## config.mk

```make
export PLATFORM = sky130hd
export DESIGN_NAME = psr_port_status_regs
export DESIGN_NICKNAME = d
export VERILOG_FILES = /design/src/common/psr_pkg.sv /design/src/rtl/psr_port_status_regs.sv
export SDC_FILE = /design/constraint.sdc
export NUM_CORES = 2
export LEC_CHECK = 0
export BUFFER_PORTS_ARGS = -buffer_cell sky130_fd_sc_hd__buf_4
export CAP_MARGIN = 20
export CORE_ASPECT_RATIO = 0.6
export CORE_UTILIZATION = 50
export CTS_BUF_LIST = sky130_fd_sc_hd__clkbuf_16
export CTS_CLUSTER_DIAMETER = 60
export CTS_CLUSTER_SIZE = 10
export DETAILED_ROUTE_END_ITERATION = 7
export GPL_TIMING_DRIVEN = 0
export PLACE_DENSITY = 0.69
export SYNTH_ARGS = -nofsm -noshare
export SYNTH_HDL_FRONTEND = slang
export SYNTH_SLANG_ARGS = --single-unit
```

## constraint.sdc

```tcl
create_clock -name core_clk -period 5.9 [get_ports core_clk]
set_input_delay 0.59 -clock core_clk [delete_from_list [all_inputs] [get_ports core_clk]]
set_output_delay 0.59 -clock core_clk [all_outputs]
set_load 0.02 [all_outputs]
```

## src/common/psr_pkg.sv

```systemverilog
package psr_pkg;
   localparam int NUM_PORTS = 3;
   localparam int IDX_W = 8;
   // Printed offsets are register indices; byte address is four times the index
   localparam logic [IDX_W-1:0] IDX_PORT1_STATUS1 = 8'h1f;
   localparam logic [IDX_W-1:0] IDX_PORT2_STATUS1 = 8'h2f;
   localparam logic [IDX_W-1:0] IDX_PORT3_STATUS1 = 8'h3f;
   localparam logic [IDX_W-1:0] IDX_GLOBAL_RESET = 8'h43;
   localparam logic [IDX_W-1:0] IDX_INT_STATUS = 8'h50;
   localparam logic [IDX_W-1:0] IDX_INT_MASK = 8'h51;
   localparam logic [IDX_W-1:0] IDX_RATE_BASE = 8'h60;
   // Status-1 field positions
   localparam int BIT_XSEL = 7;
   localparam int BIT_POL = 5;
   localparam int BIT_TXFC = 4;
   localparam int BIT_RXFC = 3;
   localparam int BIT_SPEED = 2;
   localparam int BIT_DUPLEX = 1;
   localparam int BIT_FEF = 0;
   // Reset register field positions
   localparam int BIT_SWRST = 4;
   localparam int BIT_PCSRST = 0;
   localparam logic XSEL_RESET = 1'h1;
   localparam logic [7:0] GLOBAL_RESET_RESET = 8'h00;
   localparam logic [2:0] INT_MASK_RESET = 3'h0;
   localparam logic [6:0] RATE_CODE_RESET = 7'h00;
   // Rate-limit code points
   localparam logic [6:0] RATE_FULL_100 = 7'h64;
   localparam logic [6:0] RATE_MAX_100 = 7'h63;
   localparam logic [6:0] RATE_FULL_10 = 7'h0a;
   localparam logic [6:0] RATE_MAX_10 = 7'h09;
   localparam logic [6:0] RATE_KBPS_FIRST = 7'h65;
   localparam logic [6:0] RATE_KBPS_LAST = 7'h73;
   localparam int KBPS_W = 17;
   localparam logic [KBPS_W-1:0] KBPS_LINE_100 = 17'h186a0;
   localparam logic [KBPS_W-1:0] KBPS_LINE_10 = 17'h02710;
   localparam logic [KBPS_W-1:0] KBPS_PER_MBPS = 17'h003e8;
   localparam logic [KBPS_W-1:0] KBPS_STEP = 17'h00040;
   localparam logic [1:0] RESP_OKAY = 2'h0;
   localparam logic [1:0] RESP_DECERR = 2'h3;
   typedef enum logic [1:0] {
      PSR_SPEED10_LIMIT = 2'b00,
      PSR_MBPS_LIMIT = 2'b01,
      PSR_KBPS_LIMIT = 2'b10,
      PSR_NO_LIMIT = 2'b11
   } psr_limit_type;
endpackage : psr_pkg

```

## src/rtl/psr_port_status_regs.sv

```systemverilog
// Behaviour
// - Status-1 bit 7 is read/write crossover algorithm select, resetting to 1.
// - Crossover select drives only ports 1 and 2; port 3 value is ignored.
// - Bit 5 reads 1 when receive polarity is reversed; resets to 0.
// - Polarity flag counts only at 10BT and never on port 3.
// - Bit 4 reads 1 while transmit flow control is active.
// - Bit 3 reads 1 while receive flow control is active.
// - Bit 2 reports resolved speed: 1 for 100 Mbps, 0 for 10.
// - Bit 1 reports resolved duplex: 1 full, 0 half.
// - Bit 0 reports far-end fault, on port 1 only.
// - Reset bit 4 returns all registers to reset values; writing 0 clears it. The reset register itself keeps its value.
// - Reset bit 0 resets the coding sublayer; writing 0 clears it.
// - Each rate limit is a 7-bit field in bits 6:0, per queue.
// - At 100BT codes 1 to 0x63 limit to 1 to 99 Mbps.
// - At 100BT code 0 or 0x64 means no limit, 100 Mbps.
// - At 10BT codes 1 to 0x09 limit to 1 to 9 Mbps.
// - At 10BT code 0 or 0x0A means no limit, 10 Mbps.
//
// Our own choice: the AXI4-Lite slave port.
`timescale 1ns/1ns
module psr_port_status_regs #(
   parameter int NUM_QUEUES = 4
) (
   input wire logic core_clk,
   input wire logic sys_rst,
   input wire logic [31:0] s_axi_awaddr,
   input wire logic s_axi_awvalid,
   output logic s_axi_awready,
   input wire logic [31:0] s_axi_wdata,
   input wire logic [3:0] s_axi_wstrb,
   input wire logic s_axi_wvalid,
   output logic s_axi_wready,
   output logic [1:0] s_axi_bresp,
   output logic s_axi_bvalid,
   input wire logic s_axi_bready,
   input wire logic [31:0] s_axi_araddr,
   input wire logic s_axi_arvalid,
   output logic s_axi_arready,
   output logic [31:0] s_axi_rdata,
   output logic [1:0] s_axi_rresp,
   output logic s_axi_rvalid,
   input wire logic s_axi_rready,
   input wire logic [psr_pkg::NUM_PORTS-1:0] polarityReversed,
   input wire logic [psr_pkg::NUM_PORTS-1:0] txFlowActive,
   input wire logic [psr_pkg::NUM_PORTS-1:0] rxFlowActive,
   input wire logic [psr_pkg::NUM_PORTS-1:0] speed100,
   input wire logic [psr_pkg::NUM_PORTS-1:0] fullDuplex,
   input wire logic [psr_pkg::NUM_PORTS-1:0] farEndFault,
   output logic [1:0] crossover_algorithm_select,
   output logic coding_sublayer_reset,
   output logic softwareResetActive,
   output logic [psr_pkg::NUM_PORTS*2*NUM_QUEUES*psr_pkg::KBPS_W-1:0] rateLimitKbps,
   output logic irq
);
   import psr_pkg::*;
   localparam int NUM_RATE = NUM_PORTS * 2 * NUM_QUEUES;

   logic [7:0] globalReset;
   logic clearAll;
   logic [NUM_PORTS-1:0] crossoverSel;
   logic [5:0] statusLive [NUM_PORTS];
   logic [7:0] statusView [NUM_PORTS];
   logic [NUM_PORTS-1:0] intStatus;
   logic [NUM_PORTS-1:0] intMask;
   logic [NUM_PORTS-1:0] statusEvent;
   logic [6:0] rateCode [NUM_RATE];
   logic awHeld;
   logic wHeld;
   logic [IDX_W-1:0] wrIndex;
   logic [31:0] wrData;
   logic wrLane0;
   logic doWrite;
   logic wrHit;
   logic [IDX_W-1:0] rdIndex;
   logic [7:0] rdMux;
   logic rdHit;

   // Whole register file, reset register excluded, held while software reset stands
   assign clearAll = sys_rst | globalReset[BIT_SWRST];
   assign softwareResetActive = globalReset[BIT_SWRST];
   assign coding_sublayer_reset = globalReset[BIT_PCSRST];
   // Port 3 is an MII port, so its select bit steers nothing
   assign crossover_algorithm_select = crossoverSel[1:0];

   // Write channel: address and data taken independently
   assign s_axi_awready = !awHeld;
   assign s_axi_wready = !wHeld;
   assign doWrite = awHeld && wHeld && !s_axi_bvalid;

   always_ff @(posedge core_clk) begin
      if (sys_rst) begin
         awHeld <= 1'b0;
         wrIndex <= '0;
      end else if (s_axi_awvalid && s_axi_awready) begin
         awHeld <= 1'b1;
         wrIndex <= s_axi_awaddr[IDX_W+1:2];
      end else if (doWrite) begin
         awHeld <= 1'b0;
      end
   end

   always_ff @(posedge core_clk) begin
      if (sys_rst) begin
         wHeld <= 1'b0;
         wrData <= '0;
         wrLane0 <= 1'b0;
      end else if (s_axi_wvalid && s_axi_wready) begin
         wHeld <= 1'b1;
         wrData <= s_axi_wdata;
         wrLane0 <= s_axi_wstrb[0];
      end else if (doWrite) begin
         wHeld <= 1'b0;
      end
   end

   always_comb begin
      wrHit = 1'b0;
      if (wrIndex == IDX_PORT1_STATUS1 || wrIndex == IDX_PORT2_STATUS1
          || wrIndex == IDX_PORT3_STATUS1 || wrIndex == IDX_GLOBAL_RESET
          || wrIndex == IDX_INT_STATUS || wrIndex == IDX_INT_MASK) begin
         wrHit = 1'b1;
      end
      if (wrIndex >= IDX_RATE_BASE && wrIndex < IDX_RATE_BASE + IDX_W'(NUM_RATE)) begin
         wrHit = 1'b1;
      end
   end

   always_ff @(posedge core_clk) begin
      if (sys_rst) begin
         s_axi_bvalid <= 1'b0;
         s_axi_bresp <= RESP_OKAY;
      end else if (doWrite) begin
         s_axi_bvalid <= 1'b1;
         s_axi_bresp <= wrHit ? RESP_OKAY : RESP_DECERR;
      end else if (s_axi_bready) begin
         s_axi_bvalid <= 1'b0;
      end
   end

   // Reset register survives its own software reset, so writing 0 is the release
   always_ff @(posedge core_clk) begin
      if (sys_rst) begin
         globalReset <= GLOBAL_RESET_RESET;
      end else if (doWrite && wrLane0 && wrIndex == IDX_GLOBAL_RESET) begin
         globalReset <= 8'h00;
         globalReset[BIT_SWRST] <= wrData[BIT_SWRST];
         globalReset[BIT_PCSRST] <= wrData[BIT_PCSRST];
      end
   end

   always_ff @(posedge core_clk) begin
      if (clearAll) begin
         crossoverSel <= {NUM_PORTS{XSEL_RESET}};
      end else if (doWrite && wrLane0) begin
         if (wrIndex == IDX_PORT1_STATUS1) crossoverSel[0] <= wrData[BIT_XSEL];
         if (wrIndex == IDX_PORT2_STATUS1) crossoverSel[1] <= wrData[BIT_XSEL];
         if (wrIndex == IDX_PORT3_STATUS1) crossoverSel[2] <= wrData[BIT_XSEL];
      end
   end

   // Live status sampled once per cycle; events are any change of a port's live status bits, not the crossover select bit
   for (genvar p = 0; p < NUM_PORTS; p++) begin : g_port
      always_ff @(posedge core_clk) begin
         if (clearAll) begin
            statusLive[p] <= 6'h00;
         end else begin
            // Polarity only meaningful at 10BT on a PHY port
            statusLive[p][BIT_POL] <= (p != 2) && polarityReversed[p] && !speed100[p];
            statusLive[p][BIT_TXFC] <= txFlowActive[p];
            statusLive[p][BIT_RXFC] <= rxFlowActive[p];
            statusLive[p][BIT_SPEED] <= speed100[p];
            statusLive[p][BIT_DUPLEX] <= fullDuplex[p];
            statusLive[p][BIT_FEF] <= (p == 0) && farEndFault[p];
         end
      end
      assign statusView[p] = {crossoverSel[p], 1'b0, statusLive[p]};
      assign statusEvent[p] = !clearAll && (statusLive[p] != {
         (p != 2) && polarityReversed[p] && !speed100[p], txFlowActive[p],
         rxFlowActive[p], speed100[p], fullDuplex[p], (p == 0) && farEndFault[p]});
   end

   // Set wins over a simultaneous write-one clear
   always_ff @(posedge core_clk) begin
      if (clearAll) begin
         intStatus <= '0;
      end else if (doWrite && wrLane0 && wrIndex == IDX_INT_STATUS) begin
         intStatus <= (intStatus & ~wrData[NUM_PORTS-1:0]) | statusEvent;
      end else begin
         intStatus <= intStatus | statusEvent;
      end
   end

   always_ff @(posedge core_clk) begin
      if (clearAll) begin
         intMask <= INT_MASK_RESET;
      end else if (doWrite && wrLane0 && wrIndex == IDX_INT_MASK) begin
         intMask <= wrData[NUM_PORTS-1:0];
      end
   end

   assign irq = |(intStatus & intMask);

   // Rate-limit fields: port-major, ingress then egress, then queue
   for (genvar e = 0; e < NUM_RATE; e++) begin : g_rate
      localparam int PORT = e / (2 * NUM_QUEUES);
      logic [KBPS_W-1:0] nextKbps;
      always_ff @(posedge core_clk) begin
         if (clearAll) begin
            rateCode[e] <= RATE_CODE_RESET;
         end else if (doWrite && wrLane0 && wrIndex == IDX_RATE_BASE + IDX_W'(e)) begin
            rateCode[e] <= wrData[6:0];
         end
      end
      always_comb begin
         if (rateCode[e] >= RATE_KBPS_FIRST && rateCode[e] <= RATE_KBPS_LAST) begin
            nextKbps = KBPS_W'(rateCode[e] - RATE_FULL_100) * KBPS_STEP;
         end else if (statusLive[PORT][BIT_SPEED]) begin
            if (rateCode[e] != 7'h00 && rateCode[e] <= RATE_MAX_100) begin
               nextKbps = KBPS_W'(rateCode[e]) * KBPS_PER_MBPS;
            end else begin
               nextKbps = KBPS_LINE_100;
            end
         end else begin
            if (rateCode[e] != 7'h00 && rateCode[e] <= RATE_MAX_10) begin
               nextKbps = KBPS_W'(rateCode[e]) * KBPS_PER_MBPS;
            end else begin
               // Codes between 0x0b and 0x64 have no 10BT meaning; left unlimited
               nextKbps = KBPS_LINE_10;
            end
         end
      end
      always_ff @(posedge core_clk) begin
         if (sys_rst) begin
            rateLimitKbps[e*KBPS_W +: KBPS_W] <= KBPS_LINE_10;
         end else begin
            rateLimitKbps[e*KBPS_W +: KBPS_W] <= nextKbps;
         end
      end
      // Mbps, kbps and 10BT no-limit decode checked on every entry, one cycle after code and speed
      a_rate_mbps_100: assert property (@(posedge core_clk) disable iff (sys_rst)
         statusLive[PORT][BIT_SPEED] && rateCode[e] != 7'h00 && rateCode[e] <= RATE_MAX_100
         |=> rateLimitKbps[e*KBPS_W +: KBPS_W] == KBPS_W'($past(rateCode[e])) * KBPS_PER_MBPS)
         else $error("Mbps code wrong at 100BT");
      a_rate_mbps_10: assert property (@(posedge core_clk) disable iff (sys_rst)
         !statusLive[PORT][BIT_SPEED] && rateCode[e] != 7'h00 && rateCode[e] <= RATE_MAX_10
         |=> rateLimitKbps[e*KBPS_W +: KBPS_W] == KBPS_W'($past(rateCode[e])) * KBPS_PER_MBPS)
         else $error("Mbps code wrong at 10BT");
      a_rate_unlimited_10: assert property (@(posedge core_clk) disable iff (sys_rst)
         !statusLive[PORT][BIT_SPEED] && (rateCode[e] == 7'h00 || rateCode[e] == RATE_FULL_10)
         |=> rateLimitKbps[e*KBPS_W +: KBPS_W] == KBPS_LINE_10)
         else $error("no-limit code wrong at 10BT");
      a_rate_kbps_step: assert property (@(posedge core_clk) disable iff (sys_rst)
         rateCode[e] >= RATE_KBPS_FIRST && rateCode[e] <= RATE_KBPS_LAST
         |=> rateLimitKbps[e*KBPS_W +: KBPS_W]
             == KBPS_STEP * KBPS_W'($past(rateCode[e]) - RATE_FULL_100))
         else $error("kbps code wrong");
   end

   // Read channel: one read at a time, data one cycle after the address
   assign s_axi_arready = !s_axi_rvalid;
   assign rdIndex = s_axi_araddr[IDX_W+1:2];

   always_comb begin
      rdMux = 8'h00;
      rdHit = 1'b1;
      case (rdIndex)
         IDX_PORT1_STATUS1: rdMux = statusView[0];
         IDX_PORT2_STATUS1: rdMux = statusView[1];
         IDX_PORT3_STATUS1: rdMux = statusView[2];
         IDX_GLOBAL_RESET: rdMux = globalReset;
         IDX_INT_STATUS: rdMux = {5'h00, intStatus};
         IDX_INT_MASK: rdMux = {5'h00, intMask};
         default: rdHit = 1'b0;
      endcase
      for (int i = 0; i < NUM_RATE; i++) begin
         if (rdIndex == IDX_RATE_BASE + IDX_W'(i)) begin
            rdMux = {1'b0, rateCode[i]};
            rdHit = 1'b1;
         end
      end
   end

   always_ff @(posedge core_clk) begin
      if (sys_rst) begin
         s_axi_rvalid <= 1'b0;
         s_axi_rdata <= '0;
         s_axi_rresp <= RESP_OKAY;
      end else if (s_axi_arvalid && s_axi_arready) begin
         s_axi_rvalid <= 1'b1;
         s_axi_rdata <= {24'h000000, rdMux};
         s_axi_rresp <= rdHit ? RESP_OKAY : RESP_DECERR;
      end else if (s_axi_rready) begin
         s_axi_rvalid <= 1'b0;
      end
   end

   // Per-bit checks watch one port each, polarity ports 1 and 3, far-end fault ports 2 and 3; polarity and far-end fault logic differ by port
   a_xsel_after_reset: assert property (@(posedge core_clk) disable iff (sys_rst)
      $past(sys_rst) |-> crossover_algorithm_select == 2'b11)
      else $error("crossover select not 1 after reset");
   a_xsel_write_lands: assert property (@(posedge core_clk) disable iff (sys_rst)
      doWrite && wrLane0 && wrIndex == IDX_PORT1_STATUS1 && !clearAll
      |=> crossover_algorithm_select[0] == $past(wrData[BIT_XSEL]))
      else $error("crossover select write lost");
   a_port3_xsel_kept: assert property (@(posedge core_clk) disable iff (sys_rst)
      doWrite && wrIndex == IDX_PORT3_STATUS1 && !clearAll
      |=> $stable(crossover_algorithm_select))
      else $error("port 3 write reached crossover select");
   a_pol_report: assert property (@(posedge core_clk) disable iff (sys_rst)
      !$past(clearAll) && !$past(speed100[0])
      |-> statusView[0][BIT_POL] == $past(polarityReversed[0]))
      else $error("polarity bit does not follow input");
   a_pol_speed_gate: assert property (@(posedge core_clk) disable iff (sys_rst)
      $past(speed100[0]) && !$past(clearAll) |-> !statusView[0][BIT_POL])
      else $error("polarity shown at 100BT");
   a_port3_pol_zero: assert property (@(posedge core_clk) disable iff (sys_rst)
      !statusView[2][BIT_POL])
      else $error("polarity shown on port 3");
   a_tx_fc_track: assert property (@(posedge core_clk) disable iff (sys_rst)
      !$past(clearAll) |-> statusView[1][BIT_TXFC] == $past(txFlowActive[1]))
      else $error("tx flow bit does not follow input");
   a_rx_fc_track: assert property (@(posedge core_clk) disable iff (sys_rst)
      !$past(clearAll) |-> statusView[0][BIT_RXFC] == $past(rxFlowActive[0]))
      else $error("rx flow bit does not follow input");
   a_speed_track: assert property (@(posedge core_clk) disable iff (sys_rst)
      !$past(clearAll) |-> statusView[0][BIT_SPEED] == $past(speed100[0]))
      else $error("speed bit does not follow input");
   a_duplex_track: assert property (@(posedge core_clk) disable iff (sys_rst)
      !$past(clearAll) |-> statusView[2][BIT_DUPLEX] == $past(fullDuplex[2]))
      else $error("duplex bit does not follow input");
   a_fef_port1_only: assert property (@(posedge core_clk) disable iff (sys_rst)
      !statusView[1][BIT_FEF] && !statusView[2][BIT_FEF])
      else $error("far-end fault shown off port 1");
   a_soft_reset_clears: assert property (@(posedge core_clk) disable iff (sys_rst)
      softwareResetActive |=> intStatus == '0 && crossoverSel == 3'b111)
      else $error("software reset left state");
   a_swrst_write_lands: assert property (@(posedge core_clk) disable iff (sys_rst)
      doWrite && wrLane0 && wrIndex == IDX_GLOBAL_RESET
      |=> softwareResetActive == $past(wrData[BIT_SWRST]))
      else $error("software reset not written");
   a_pcs_write_lands: assert property (@(posedge core_clk) disable iff (sys_rst)
      doWrite && wrLane0 && wrIndex == IDX_GLOBAL_RESET
      |=> coding_sublayer_reset == $past(wrData[BIT_PCSRST]))
      else $error("coding sublayer reset not written");
   a_rate_unlimited_100: assert property (@(posedge core_clk) disable iff (sys_rst)
      statusLive[0][BIT_SPEED] && rateCode[0] == RATE_FULL_100
      |=> rateLimitKbps[KBPS_W-1:0] == KBPS_LINE_100)
      else $error("0x64 not unlimited at 100BT");
   a_rate_kbps_first: assert property (@(posedge core_clk) disable iff (sys_rst)
      rateCode[0] == RATE_KBPS_FIRST |=> rateLimitKbps[KBPS_W-1:0] == KBPS_STEP)
      else $error("0x65 not 64 kbps");
   a_int_set_wins: assert property (@(posedge core_clk) disable iff (sys_rst)
      statusEvent[0] |=> intStatus[0])
      else $error("status event not latched");
   a_int_clear: assert property (@(posedge core_clk) disable iff (sys_rst)
      doWrite && wrLane0 && wrIndex == IDX_INT_STATUS && wrData[0] && !statusEvent[0]
      |=> !intStatus[0])
      else $error("write-one did not clear status");
   a_bresp_after_both: assert property (@(posedge core_clk) disable iff (sys_rst)
      $rose(s_axi_bvalid) |-> $past(awHeld) && $past(wHeld))
      else $error("write response before address and data");
   a_rvalid_after_ar: assert property (@(posedge core_clk) disable iff (sys_rst)
      s_axi_arvalid && s_axi_arready |=> s_axi_rvalid)
      else $error("no read data after address");
   a_unmapped_decerr: assert property (@(posedge core_clk) disable iff (sys_rst)
      s_axi_arvalid && s_axi_arready && !rdHit
      |=> s_axi_rresp == RESP_DECERR && s_axi_rdata == 32'h00000000)
      else $error("unmapped read not refused");

   c_soft_reset: cover property (@(posedge core_clk) disable iff (sys_rst)
      $rose(softwareResetActive));
   c_irq_raised: cover property (@(posedge core_clk) disable iff (sys_rst) $rose(irq));
   c_kbps_limit: cover property (@(posedge core_clk) disable iff (sys_rst)
      rateCode[0] == RATE_KBPS_LAST);
   c_read_status: cover property (@(posedge core_clk) disable iff (sys_rst)
      s_axi_arvalid && s_axi_arready && rdIndex == IDX_PORT1_STATUS1);
   c_decerr_read: cover property (@(posedge core_clk) disable iff (sys_rst)
      s_axi_rvalid && s_axi_rresp == RESP_DECERR);
endmodule : psr_port_status_regs

```

Word level (Yosys, flattened, before mapping)
Memories as Yosys holds them, arrays and structs flattened.
Index checks and enable logic that the tools add are counted.
{"block": "totals", "regBits": 452, "ramBits": 186, "memories": 2, "wordCells": 778, "out_inout_bits": 454}
{"block": "op_classes", "addsub": 24, "n_bitwise": 48, "n_reduce_logical": 180, "eq_ne": 63, "mul": 24, "magnitude_cmp": 98, "muxes": 275}
{"memory": "rateCode", "words": 24, "word_bits": 7, "rd": 24, "rd_clocked_by_memory_dff": 0, "wr": 24, "line": "psr_port_status_regs.sv:66", "rtl": "logic [6:0] rateCode [NUM_RATE];"}
{"memory": "statusLive", "words": 3, "word_bits": 6, "rd": 3, "rd_clocked_by_memory_dff": 0, "wr": 3, "line": "psr_port_status_regs.sv:61", "rtl": "logic [5:0] statusLive [NUM_PORTS];"}
{"op": "17-bit 2-to-1 mux", "n": 96}
{"op": "8-bit by 7-bit equality test with 1-bit output (second input constant)", "n": 54}
{"op": "7-bit less-or-equal comparator (second input constant)", "n": 48}
{"op": "7-bit by 7-bit multiplier with 14-bit output (second input constant)", "n": 24}
{"op": "8-bit 2-to-1 mux", "n": 24}
{"op": "7-bit by 7-bit subtractor with 8-bit output (second input constant)", "n": 24}
{"op": "7-bit >= comparator (second input constant)", "n": 24}
{"op": "7-bit by 4-bit less-or-equal comparator with 1-bit output (second input constant)", "n": 24}
{"op": "7-bit 2-to-1 mux", "n": 24}
{"op": "7-bit nonzero test", "n": 24}
{"op": "1-bit 2-to-1 mux", "n": 127}
{"op": "1-bit logical AND", "n": 111}
{"op": "8-bit one-hot mux with 6 select lines", "n": 1}
{"op": "2-bit OR reduction", "n": 24}
{"op": "1-bit bitwise OR", "n": 43}
{"op": "8-bit by 6-bit equality test with 1-bit output (second input constant)", "n": 4}
{"op": "8-bit by 5-bit equality test with 1-bit output (second input constant)", "n": 2}
{"op": "6-bit inequality test", "n": 2}
{"op": "8-bit by 7-bit >= comparator with 1-bit output (second input constant)", "n": 1}
{"op": "8-bit by 7-bit < comparator with 1-bit output (second input constant)", "n": 1}
{"op": "2-bit nonzero test", "n": 4}
{"op": "1-bit zero test", "n": 7}
{"op": "3-bit bitwise AND", "n": 2}
{"op": "6-bit by 5-bit inequality test with 1-bit output", "n": 1}
{"op": "other kinds (8)", "n": 16}

Depth between registers and ports, before layout
{"block": "depth", "word_depth": 28, "depth_mapped": 15, "ltp_nobuf": 15}

Worst setup path after synthesis
OpenSTA, ideal clock, no wires.
{"block": "synth_timing", "path_type": "reg2reg", "from": "mem rateCode[10][0] (netlist: rateCode[1][14])", "to": "reg rateLimitKbps[185] (netlist bit)", "required_ns": 5.785, "stages_incl_launch_ff": 14, "t_arrival_ns": 4.067, "n_path_buf": 0, "setup_slack_ns": 1.718, "cell_sequence": "edfxtp_1 fa_1 inv_1 fa_1 fa_1 inv_1 fa_1 ha_1 o21a_1 a21oi_1 a211oi_1 a311oi_1 xnor2_1 o21a_1"}
{"item": "start: declaration", "line": "psr_port_status_regs.sv:66"}
{"item": "end signal: indexed assignment", "line": "psr_port_status_regs.sv:236", "rtl": "rateLimitKbps[e*KBPS_W +: KBPS_W] <= nextKbps;"}
{"item": "end: declaration", "line": "psr_port_status_regs.sv:52", "rtl": "output logic [psr_pkg::NUM_PORTS*2*NUM_QUEUES*psr_pkg::KBPS_W-1:0] rateLimitKbps,"}

==> results.toml <==
[routing]
drc = 0
dr.pass1.iters = 6
drtAntennaViolNets = 0
drt-wirelength-per-cell_microns = 24.7
routed_via_density = 5.85
wl_microns = 209000
drtIter0Drc = 5916
vias = 49457

[worst_setup_path]
critPathArrivalTime_ns = 5.84
worstPathBufferInverterCount = 3
path_max_fanout = 12
crit_required_ns = 6.44
critPathLaunchType = "register"
path_cells = "inv_1 > ha_1 > ha_1 > inv_1 > fa_1 > fa_1 > inv_1 > ha_1 > nor2b_1 > o2111ai_1 > nand3_1 > o41ai_1 > o21ai_0 > xnor2_1 > o21a_1"
crit_path_max_incr_delay_ns = 0.82
ff2ff_path_depth = 15
worst_setup_path_end_kind = "register"
cp_top_family = "adder cells"
crit_type = "register to register"
slowest_stage = "edfxtp_1"
cp.depth = 15

[logic_synthesis]
synthAdderAreaFrac = 0.405
yosys.area.top_type = "ha_1"
synth_area_sq_um = 59900
ys_warn_count = 0
synth_top_family_by_area = "adder cells"
synth.area.mux_share = 0.00955
synthArstFlopShare = 0
syn_inst = 6217
synthFlopType = "dfxtp_1"
ys_types = 93
synth-edff-count = 168
seq_area_frac_synth = 0.216
yosys.area.top_type_share = 0.261
synth_xor_xnor_area_share = 0.0506
synth_area_per_cell_sq_um = 9.63
synth_compound_area_frac = 0.136
synth_seq_cells = 561
synthTopCellsByArea = "ha_1, fa_1, dfxtp_1, edfxtp_1, inv_1"
synth_simple_gate_area_frac = 0.115

[clock_tree]
cts-hold-fix-buffers = 0
numCtsBuffers = 75
cts_root_buf = "clkbuf_16"
cts_tree = "yes"
clk-insertion-delay-late_ns = 0.69
post_cts_buffers = 0
path_clk_slew_ns = 0.06
cts-resized-gates = 0
clk_path_buf_depth = 3
h-tree-depth = 3
cts_sinks = 561

[die]
dieArea_sq_um = 121000
row_count = 97
fp.dieW_microns = 449
ioPinCount = 579
core_area_sq_um = 118000
start_util = 0.509
die_height_microns = 270

[sta]
grt_setup_unrepaired = "false"
fmax_mhz = 189
min_period_ns = 5.30
slew_headroom = 0.221
period_share = 0.898
maxSlewViolCount = 0
fin_tns_setup_ns = 0
skew_ns = 0.0342
hold_viol = 0
setup_violations = 0
worst_pin_slew_ns = 1.17

[global_route]
grt.overflow.total = 0
grt_pass1_vias = 46836
grt_start_max_net_pins = 14
grt_pass1_wl_microns = 308000
antenna_found_initial = 14
grtUsageTotal = 0.337

[hold_path]
hp-class = "input port to register"
min_delay_path_depth = 2

[pwr]
power_density_nw_per_um2 = 240
p_total_uw = 16300
max-vdd-ir-drop_mv = 0.198
leakagePower_uw = 0.0325

[cells_and_area]
layout_commonest_cell = "ha_1"
final_cell_mix = "ha_1, inv_1, buf_4"
drive_above_1_share = 0.106
areaGrowthSynthToFinish_pct = 13.4
nNetsFinal = 8628

[place]
post-dp-hpwl_microns = 168000
portBuffers = 403
routabilityCongestion = 1.05

[status]
status = "completed"

[job]
drv_cap = 0
-- layer usage --
layer / global-route usage / wire, microns / up-vias / part of all wire
met5: 0 / 27 / - / 0.00013
met1: 0.510 / 94900 / 24128 / 0.45
li1: - / - / 22327 / -
met4: 0.0995 / 6670 / 4 / 0.032
met3: 0.0971 / 25800 / 326 / 0.12
met2: 0.455 / 81700 / 2672 / 0.39
-- area by class of cell --
type / count / area [sq um]
clock inverter: 44 / 269
fill: 10366 / 49800
sequential: 561 / 12900
antenna: 5 / 12.5
clock buffer: 76 / 1900
tap: 1584 / 1980
buffer: 244 / 1370
multi-input combinational: 4783 / 43300
inverter: 724 / 2720
timing repair buffer: 434 / 3470
-- synth_stat cells, types with 15 or more instances --
| cell type | count |
|---|---|
| o211ai_1 | 19 |
| fa_1 | 432 |
| o22ai_1 | 17 |
| o2111ai_1 | 21 |
| a311o_1 | 15 |
| buf_4 | 106 |
| a311oi_1 | 19 |
| nor2b_1 | 58 |
| nand3_1 | 111 |
| a22o_1 | 57 |
| xor2_1 | 75 |
| nor4_1 | 17 |
| a22oi_1 | 76 |
| inv_1 | 723 |
| xnor2_1 | 271 |
| edfxtp_1 | 168 |
| a211o_1 | 17 |
| and3_1 | 40 |
| mux2i_1 | 38 |
| o2bb2ai_1 | 22 |
| a21o_1 | 79 |
| o221ai_1 | 17 |
| nand2_1 | 390 |
| o21a_1 | 53 |
| and2_0 | 15 |
| o41ai_1 | 19 |
| nand2b_1 | 32 |
| nor2_1 | 267 |
| ha_1 | 1248 |
| clkbuf_1 | 110 |
| a21boi_0 | 61 |
| o21ai_0 | 260 |
| buf_2 | 22 |
| o21bai_1 | 27 |
| nand4_1 | 80 |
| and4_1 | 19 |
| a211oi_1 | 16 |
| nor3_1 | 84 |
| dfxtp_1 | 393 |
| and2_1 | 207 |
| a31oi_1 | 50 |
| a21oi_1 | 318 |
-- cells by family (layout without fill, tap and decap cells) --
kind of cell	count (synthesis)	after routing
AO/OA/AOI/OAI	1232	1232
multiplexers	50	50
buffers and inverters	968	1522
AND/OR/NAND/NOR	1379	1379
flip-flops	561	561
XOR/XNOR	346	346
adder cells (fa/ha/maj)	1680	1680
other	1	101
-- through the flow --
step | util | std cells | hold WS (ns) | instance area [sq um] | setup WS, ns
3_3_place_gp | 0.554 | 8299 | 0.451 | 65200 | 0.819
2_1_floorplan | - | 6312 | 0.439 | 60200 | 1.72
4_1_cts | 0.576 | 8441 | 0.0503 | 67800 | 0.744
3_5_place_dp | 0.558 | 8321 | 0.459 | 65600 | 0.816
5_1_grt | 0.577 | 8453 | 0.0771 | 67900 | 0.451
6_report | 0.577 | 8455 | 0.0789 | 67900 | 0.602
-- registers in the layout, summed over array words and instances, names as in the netlist --
name           flops
rateLimitKbps    336
rateCode         168
statusLive        15
s_axi_rdata        8
wrData             8
wrIndex            8
crossoverSel       3
intMask            3
intStatus          3
globalReset        2
awHeld             1
s_axi_bresp        1
s_axi_bvalid       1
s_axi_rresp        1
s_axi_rvalid       1
wHeld              1
wrLane0            1
-- path summary, 6_finish.rpt --
check / endpoint / slack, ns / start
worst min-delay path: statusLive[1][5]$_SDFF_PN0_ / 0.08 / speed100[1]
worst min register to register: crossoverSel[2]$_SDFFE_PN1P_ / 0.47 / crossoverSel[2]$_SDFFE_PN1P_
worst max register to register: rateLimitKbps[390]$_SDFF_PP0_ / 0.60 / rateCode[2][44]$_SDFFCE_PN0P_
worst max-delay path: rateLimitKbps[390]$_SDFF_PP0_ / 0.60 / rateCode[2][44]$_SDFFCE_PN0P_
-- power by group --
group / internal [uW] / leakage (uW) / switching, uW
Clock: 2330 / 0.00115 / 1840
Sequential: 4360 / 0.00497 / 349
Combinational: 3130 / 0.0264 / 4300
No activity file was read; power rests on OpenSTA's default activity.
